**config.mk**
```make
export PLATFORM = sky130hd
export DESIGN_NAME = tcs_regs
export DESIGN_NICKNAME = d
export VERILOG_FILES = /design/src/design/tcs_pkg.sv /design/src/design/tcs_ctl_if.sv /design/src/design/tcs_alert.sv /design/src/design/tcs_regs.sv /design/src/design/tcs_status.sv
export SDC_FILE = /design/constraint.sdc
export NUM_CORES = 1
export LEC_CHECK = 0
export ABC_AREA = 1
export BUFFER_PORTS_ARGS = -buffer_cell sky130_fd_sc_hd__buf_4
export CORE_AREA = 4 4 77 79
export CTS_CLUSTER_SIZE = 30
export DETAILED_ROUTE_END_ITERATION = 8
export DIE_AREA = 0 0 81 83
export GPL_TIMING_DRIVEN = 0
export PLACE_DENSITY = 0.74
export SYNTH_ARGS = -nofsm -noshare
export SYNTH_HDL_FRONTEND = slang
export SYNTH_SLANG_ARGS = --single-unit
```
**constraint.sdc**
```tcl
create_clock -name CLOCK -period 2.1 [get_ports CLOCK]
set_clock_uncertainty 0.2 [all_clocks]
set_input_delay 0.315 -clock CLOCK [delete_from_list [all_inputs] [get_ports CLOCK]]
set_output_delay 0.315 -clock CLOCK [all_outputs]
set_load 0.005 [all_outputs]
```
**src/design/tcs_pkg.sv**
```systemverilog
// constants for the terminal control and status register pair
package tcs_pkg;
  localparam int CTL_W           = 13;
  localparam int STS_W           = 16;
  localparam logic [12:0] CTL_RESET = 13'h1e0b;
  localparam int CB_BUS_A        = 0;
  localparam int CB_BUS_B        = 1;
  localparam int CB_TFLAG        = 2;
  localparam int CB_BUSY         = 3;
  localparam int CB_SUBSYS       = 4;
  localparam int CB_ST_PICK      = 5;
  localparam int CB_ST_ON        = 6;
  localparam int CB_SVC_REQ      = 7;
  localparam int CB_MEAS         = 8;
  localparam int CB_BCAST        = 9;
  localparam int CB_NOTICE       = 10;
  localparam int CB_PIN_SEL      = 11;
  localparam int CB_ALERT_LEN    = 12;
  localparam int SB_KIND         = 5;
  localparam int SB_LAST_BUS     = 6;
  localparam int SB_BUS_B        = 7;
  localparam int SB_BUS_A        = 8;
  localparam int SB_FLAG_OK      = 9;
  localparam int SB_BUSY         = 10;
  localparam int SB_SELFTEST     = 11;
  localparam int SB_PARITY       = 12;
  localparam int SB_MSG_FAULT    = 13;
  localparam int SB_GOOD_MSG     = 14;
  localparam int SB_ACTIVE       = 15;
  localparam int CLK_MHZ         = 25;
  localparam int SETUP_NS        = 50;
  localparam int SETUP_CYC       = (SETUP_NS * CLK_MHZ + 999) / 1000;
  localparam int ALERT_LONG_NS   = 5700;
  localparam int ALERT_SHORT_NS  = 2700;
  localparam int ALERT_LONG_CYC  = (ALERT_LONG_NS * CLK_MHZ) / 1000;
  localparam int ALERT_SHORT_CYC = (ALERT_SHORT_NS * CLK_MHZ) / 1000;
  typedef enum logic [1:0] {
    TCS_IDLE  = 2'b00,
    TCS_WRITE = 2'b01,
    TCS_READ  = 2'b10
  } tcs_acc_t;
endpackage

```
**src/design/tcs_ctl_if.sv**
```systemverilog
// control word carrier between the top and the status keeper
`timescale 1ns/1ns
`default_nettype none
interface tcs_ctl_if;
  logic [12:0] ctl;
  logic        rd_done;
  modport src (output ctl, output rd_done);
  modport dst (input ctl, input rd_done);
endinterface
`default_nettype wire

```
**src/design/tcs_alert.sv**
```systemverilog
// ram access alert pulse of selectable length
`timescale 1ns/1ns
`default_nettype none
module tcs_alert #(
  parameter int LONG_CYC  = tcs_pkg::ALERT_LONG_CYC,
  parameter int SHORT_CYC = tcs_pkg::ALERT_SHORT_CYC
) (
  input  wire logic clk,
  input  wire logic rst_n,
  input  wire logic start,
  input  wire logic long_sel,
  output logic      alert
);
  logic [8:0] cnt_reg;
  always_ff @(posedge clk) begin
    if (!rst_n) cnt_reg <= 9'h000;
    else if (start) cnt_reg <= long_sel ? 9'(LONG_CYC) : 9'(SHORT_CYC);
    else if (cnt_reg != 9'h000) cnt_reg <= cnt_reg - 9'h001;
  end
  assign alert = (cnt_reg != 9'h000);
endmodule
`default_nettype wire

```
**src/design/tcs_regs.sv**
```systemverilog
// control and status register pair of the remote terminal host port
`timescale 1ns/1ns
`default_nettype none
module tcs_regs (
  input  wire logic        CLOCK,
  input  wire logic        RSTN,
  input  wire logic        SELECT_N,
  input  wire logic        CHIP_SELECT_N,
  input  wire logic        READ_WRITE,
  input  wire logic        OUT_ENABLE_N,
  input  wire logic [15:0] DATA_IN,
  output logic      [15:0] DATA_OUT,
  output logic             DATA_OE,
  input  wire logic [4:0]  CMD_FIELD,
  input  wire logic        CMD_IS_SA,
  input  wire logic        CMD_BUS_A,
  input  wire logic        CMD_VALID,
  input  wire logic        CMD_BROADCAST,
  input  wire logic        FLAG_INHIBIT_CMD,
  input  wire logic        FLAG_RESTORE_CMD,
  input  wire logic        PARITY_ERR,
  input  wire logic        MSG_ERR,
  input  wire logic        GOOD_MSG,
  input  wire logic        TRANSFER_IN_PROGRESS,
  input  wire logic        COMMAND_STROBE,
  input  wire logic        MEM_REQ,
  output logic             BUS_A_RX_EN,
  output logic             BUS_B_RX_EN,
  output logic             SELFTEST_ON,
  output logic             SELFTEST_CHANNEL_PICK,
  output logic             BROADCAST_HIT,
  output logic             NOTICE_THREE,
  output logic             DATA_MEM_EN,
  output logic             CMD_MEM_EN,
  output logic [3:0]       STATUS_FLAGS,
  output logic             STATUS_BUSY,
  output logic             DISCONNECT_OUT,
  output logic             TERMINAL_ACTIVE_OUT,
  output logic             RAM_ACCESS_ALERT
);
  tcs_ctl_if cif ();
  logic [12:0]  ctl_reg;
  logic [15:0]  status;
  logic [3:0]   flags_reg;
  logic         busy_reg;
  logic [15:0]  dout_reg;
  logic         rd_prev_reg;
  logic         parity_seen;
  tcs_pkg::tcs_acc_t acc;

  always_comb begin
    acc = tcs_pkg::TCS_IDLE;
    if (!SELECT_N && !CHIP_SELECT_N) begin
      if (OUT_ENABLE_N && !READ_WRITE) acc = tcs_pkg::TCS_WRITE;
      else if (!OUT_ENABLE_N && READ_WRITE) acc = tcs_pkg::TCS_READ;
    end
  end

  // control capture, no alert gating, top lines dropped
  always_ff @(posedge CLOCK) begin
    if (!RSTN) ctl_reg <= tcs_pkg::CTL_RESET;
    else if (acc == tcs_pkg::TCS_WRITE) ctl_reg <= DATA_IN[12:0];
  end

  // read data registered, driven while read strobes held
  always_ff @(posedge CLOCK) begin
    if (!RSTN) dout_reg <= 16'h0000;
    else dout_reg <= status;
  end
  assign DATA_OUT = dout_reg;
  assign DATA_OE  = (acc == tcs_pkg::TCS_READ);

  // clear sticky good-message and fault bits at end of a read
  always_ff @(posedge CLOCK) begin
    if (!RSTN) rd_prev_reg <= 1'b0;
    else rd_prev_reg <= (acc == tcs_pkg::TCS_READ);
  end
  assign cif.ctl     = ctl_reg;
  assign cif.rd_done = rd_prev_reg && (acc != tcs_pkg::TCS_READ);

  tcs_status u_status (
    .clk        (CLOCK),
    .rst_n      (RSTN),
    .cif        (cif),
    .cmd_field  (CMD_FIELD),
    .cmd_is_sa  (CMD_IS_SA),
    .cmd_bus_a  (CMD_BUS_A),
    .cmd_valid  (CMD_VALID),
    .flag_inhibit(FLAG_INHIBIT_CMD),
    .flag_restore(FLAG_RESTORE_CMD),
    .parity_err (PARITY_ERR),
    .msg_err    (MSG_ERR),
    .good_msg   (GOOD_MSG),
    .active     (TRANSFER_IN_PROGRESS),
    .status     (status)
  );
  assign parity_seen = status[tcs_pkg::SB_PARITY];

  // flags frozen at command strobe; setup time is the host's
  always_ff @(posedge CLOCK) begin
    if (!RSTN) begin
      flags_reg <= 4'h0;
      busy_reg  <= 1'b1;
    end else if (COMMAND_STROBE) begin
      flags_reg <= {ctl_reg[tcs_pkg::CB_MEAS], ctl_reg[tcs_pkg::CB_SVC_REQ],
                    ctl_reg[tcs_pkg::CB_SUBSYS],
                    ctl_reg[tcs_pkg::CB_TFLAG] & status[tcs_pkg::SB_FLAG_OK]};
      busy_reg  <= ctl_reg[tcs_pkg::CB_BUSY];
    end
  end
  assign STATUS_FLAGS = flags_reg;
  assign STATUS_BUSY  = busy_reg;

  // receivers off on parity fault or self-test
  assign BUS_A_RX_EN = ctl_reg[tcs_pkg::CB_BUS_A] & ~parity_seen & ~ctl_reg[tcs_pkg::CB_ST_ON];
  assign BUS_B_RX_EN = ctl_reg[tcs_pkg::CB_BUS_B] & ~parity_seen & ~ctl_reg[tcs_pkg::CB_ST_ON];
  assign SELFTEST_ON           = ctl_reg[tcs_pkg::CB_ST_ON];
  assign SELFTEST_CHANNEL_PICK = ctl_reg[tcs_pkg::CB_ST_PICK];
  assign BROADCAST_HIT = CMD_BROADCAST & ctl_reg[tcs_pkg::CB_BCAST];
  assign NOTICE_THREE  = ctl_reg[tcs_pkg::CB_NOTICE];
  assign DATA_MEM_EN   = ~ctl_reg[tcs_pkg::CB_BUSY];
  assign CMD_MEM_EN    = 1'b1;
  assign TERMINAL_ACTIVE_OUT = ctl_reg[tcs_pkg::CB_PIN_SEL] ? 1'b1 : ~TRANSFER_IN_PROGRESS;
  assign DISCONNECT_OUT      = ctl_reg[tcs_pkg::CB_PIN_SEL] ? ~(BUS_A_RX_EN | BUS_B_RX_EN)
                                                            : 1'b0;

  tcs_alert u_alert (
    .clk     (CLOCK),
    .rst_n   (RSTN),
    .start   (MEM_REQ),
    .long_sel(ctl_reg[tcs_pkg::CB_ALERT_LEN]),
    .alert   (RAM_ACCESS_ALERT)
  );
endmodule
`default_nettype wire

```
**src/design/tcs_status.sv**
```systemverilog
// status word keeper with sticky message flags
`timescale 1ns/1ns
`default_nettype none
module tcs_status (
  input  wire logic       clk,
  input  wire logic       rst_n,
  tcs_ctl_if.dst          cif,
  input  wire logic [4:0] cmd_field,
  input  wire logic       cmd_is_sa,
  input  wire logic       cmd_bus_a,
  input  wire logic       cmd_valid,
  input  wire logic       flag_inhibit,
  input  wire logic       flag_restore,
  input  wire logic       parity_err,
  input  wire logic       msg_err,
  input  wire logic       good_msg,
  input  wire logic       active,
  output logic [15:0]     status
);
  logic [5:0] field_reg;
  logic       bus_reg;
  logic       flag_allowed_reg;
  logic       parity_reg;
  logic       fault_reg;
  logic       good_reg;

  always_ff @(posedge clk) begin
    if (!rst_n) begin
      field_reg <= 6'h00;
      bus_reg   <= 1'b1;
    end else if (cmd_valid) begin
      field_reg <= {cmd_is_sa, cmd_field};
      bus_reg   <= cmd_bus_a;
    end
  end

  always_ff @(posedge clk) begin
    if (!rst_n) flag_allowed_reg <= 1'b1;
    else if (flag_inhibit) flag_allowed_reg <= 1'b0;
    else if (flag_restore) flag_allowed_reg <= 1'b1;
  end

  // parity fault latch, cleared by reset only
  always_ff @(posedge clk) begin
    if (!rst_n) parity_reg <= 1'b0;
    else if (parity_err) parity_reg <= 1'b1;
  end

  // set wins; live cause keeps it set
  always_ff @(posedge clk) begin
    if (!rst_n) fault_reg <= 1'b0;
    else if (msg_err || parity_err || parity_reg) fault_reg <= 1'b1;
    else if (cif.rd_done) fault_reg <= 1'b0;
  end

  always_ff @(posedge clk) begin
    if (!rst_n) good_reg <= 1'b0;
    else if (good_msg) good_reg <= 1'b1;
    else if (cif.rd_done) good_reg <= 1'b0;
  end

  always_comb begin
    status = {active, good_reg, fault_reg, parity_reg,
              cif.ctl[tcs_pkg::CB_ST_ON], cif.ctl[tcs_pkg::CB_BUSY], flag_allowed_reg,
              cif.ctl[tcs_pkg::CB_BUS_A] & ~parity_reg,
              cif.ctl[tcs_pkg::CB_BUS_B] & ~parity_reg,
              bus_reg, field_reg};
  end
endmodule
`default_nettype wire

```
==> reports/qor.csv <==
metric,value,unit
status,"complete, no violations",
final setup fails,0,
"commonest non-fill, non-tap cell in the layout",buf_4,
final max-slew violation count,0,
most frequent cells in the layout,"69 x buf_4, 55 x dfxtp_1, 52 x nor2_1",
WL/cell,11.1,um
top-area cell type share of the netlist area,53.5,%
Worst Path Max Fanout,8,
Final Instance Area,2820,sq um
DRC,0,
CTS Buf Count,5,
Reg area,1100,sq um
H-tree Lvls,2,
vias,1872,
final WL,4640,um
number of detailed-route iterations in the first pass,4,
"Avg Cell Area, Syn",7.71,sq um
critical path class,flop to output port,
Period minus WS final,1.96,ns
worst hold slack,0.00705,ns
DIE AREA,6720,sq um
Port Buffers,66,
YS warnings,0,
Skew-Pair Late Insertion Delay,0.31,ns
pin count of the biggest net entering global routing,18,
cells along the critical path,inv_1 -> ha_4 -> nand2_2 -> nor2_4 -> nand3_4 -> buf_4,
die height,83,um
max reg flops,16,
Clock Sinks,55,
first-pass GRT wire length,7910,um
total track usage,14.7,%
Syn Inst Count,267,
Worst Hold Class,primary input to flop,
Final nets,385,
crit start category,flop,
Worst Setup End Kind,output port,
Final period util,93.5,%
Pleak,1.44,nW
die width,81,um
TNS Setup,0,ns
Synth area leader,dfxtp_1,
clk buf depth,2,
post-synthesis sequential area ratio,53.5,%
worst path required time,1.58,ns
CTS tree,built,
Initial Utilization,38.6,%
Peak VDD IR,0.353,mV
area of the multi-input gates,777,sq um
number of diodes,0,
Pwr Total,2.16,mW
DRT iter0 DRCs,147,
DP Area,2650,sq um
CP max stage cell,dfxtp_1,
CTS Root Cell,clkbuf_8,
gpl congestion,0.805,
Power Density,768,nW/um^2
row count,27,
Max Clk Rate,0.509,GHz
Layout area overhead,36.9,%
Syn Nets,307,
"Cell Area, Synth",2060,sq um
detailed placement HPWL,3530,um
Max-Cap Viols,0,
share of cells above drive strength 1,26.0,%
global route overflow,0,
library cells used by synthesis,24,
final number of hold-violating endpoints,0,
Synth area leaders,"dfxtp_1 53%, nor2_1 9.5%, nand2_1 8.7%",
crit path DAT,1.45,ns
Routed Antenna Nets,0,
IO Pins,72,
number of global-route vias before repair,1827,
Crit path largest cell delay,0.35,ns
Filler Cells Inserted,520,
synthesized flop and latch total,55,
initial antenna violation count,0,
clock slew at reported path FFs,0.10,ns
core box area,5340,sq um
vias per cell,4.48,
RSZ-0062 raised after global routing,no,
-- cell usage after synthesis --
cell      count
dfxtp_1      55
nor2_1       52
nand2_1      48
inv_1        34
o21ai_0      21
nand3_1      17
a21oi_1       7
nor3_1        6
o211ai_1      5
buf_2         3
buf_4         3
inv_2         2
nand2_2       2
nor2_4        2
buf_6         1
clkbuf_1      1
conb_1        1
ha_1          1
inv_4         1
nand3_4       1
nor2_2        1
nor4_1        1
o22ai_1       1
xor2_1        1
-- per-layer routing --
| metal | share of wire (%) | GRT usage (%) |
|---|---|---|
| met4 | 1.7 | 5.07 |
| met5 | 0 | 0 |
| met2 | 49 | 24.1 |
| met1 | 43 | 18.5 |
| met3 | 6.9 | 3.58 |
-- through the flow --
step / worst slack, ns / cells / utilization [%]
finish: 0.136 / 418 / 52.8
global route: 0.0463 / 418 / 52.8
CTS: 0.0563 / 418 / 52.6
detailed placement: 0.411 / 405 / 49.6
global placement: 0.414 / 405 / 49.6
floorplan: 0.667 / 267 / -
-- path summary, 6_finish.rpt --
| path | slack (ns) | to | from | cells past startpoint |
|---|---|---|---|---|
| setup / recovery | 0.14 | RAM_ACCESS_ALERT | u_alert.cnt_reg[0] | 6 |
| hold / removal | 0.007 | cif.ctl[12] | DATA_IN[12] | 3 |
| setup reg to reg | 0.59 | u_alert.cnt_reg[1] | u_alert.cnt_reg[0] | 7 |
| hold reg to reg | 0.23 | DATA_OUT[2] | u_status.field_reg[2] | 2 |
-- worst max-delay path, delay by kind of cell, from the launching register on --
family | cells | cell delay (ns)
buffers and inverters | 2 | 0.29
AND/OR/NAND/NOR | 3 | 0.32
adder cells (fa/ha/maj) | 1 | 0.18
flip-flops | 1 | 0.35
-- kinds of logic after synthesis --
| logic type | share of synthesized area (%) |
|---|---|
| flip-flops | 53.5 |
| other | 0.182 |
| AO/OA/AOI/OAI | 8.93 |
| adder cells (fa/ha/maj) | 0.607 |
| XOR/XNOR | 0.425 |
| AND/OR/NAND/NOR | 27.0 |
| buffers and inverters | 9.42 |
-- power breakdown --
part / switching, mW / leakage, nW / internal [mW]
Clock: 0.330 / 0.0558 / 0.360
Sequential: 0.0362 / 0.454 / 1.10
Combinational: 0.165 / 0.935 / 0.169
Total: 0.531 / 1.44 / 1.63
-- area by class of cell --
| type | instances | area share [%] |
|---|---|---|
| sequential | 55 | 39.1 |
| multi-input combinational | 167 | 27.6 |
| timing repair buffer | 71 | 19.4 |
| inverter | 37 | 5.02 |
| tap | 72 | 3.20 |
| clock buffer | 6 | 2.57 |
| buffer | 8 | 1.86 |
| clock inverter | 2 | 1.38 |
-- what timing repair did --
action                                 CTS  global route
resized for setup                        0             2
setup endpoints to repair                0             1
buffers inserted                         0             0
hold buffers                             5             0
endpoints found under the hold margin    5             0
Note: power is estimated with default switching activity, not from simulation.
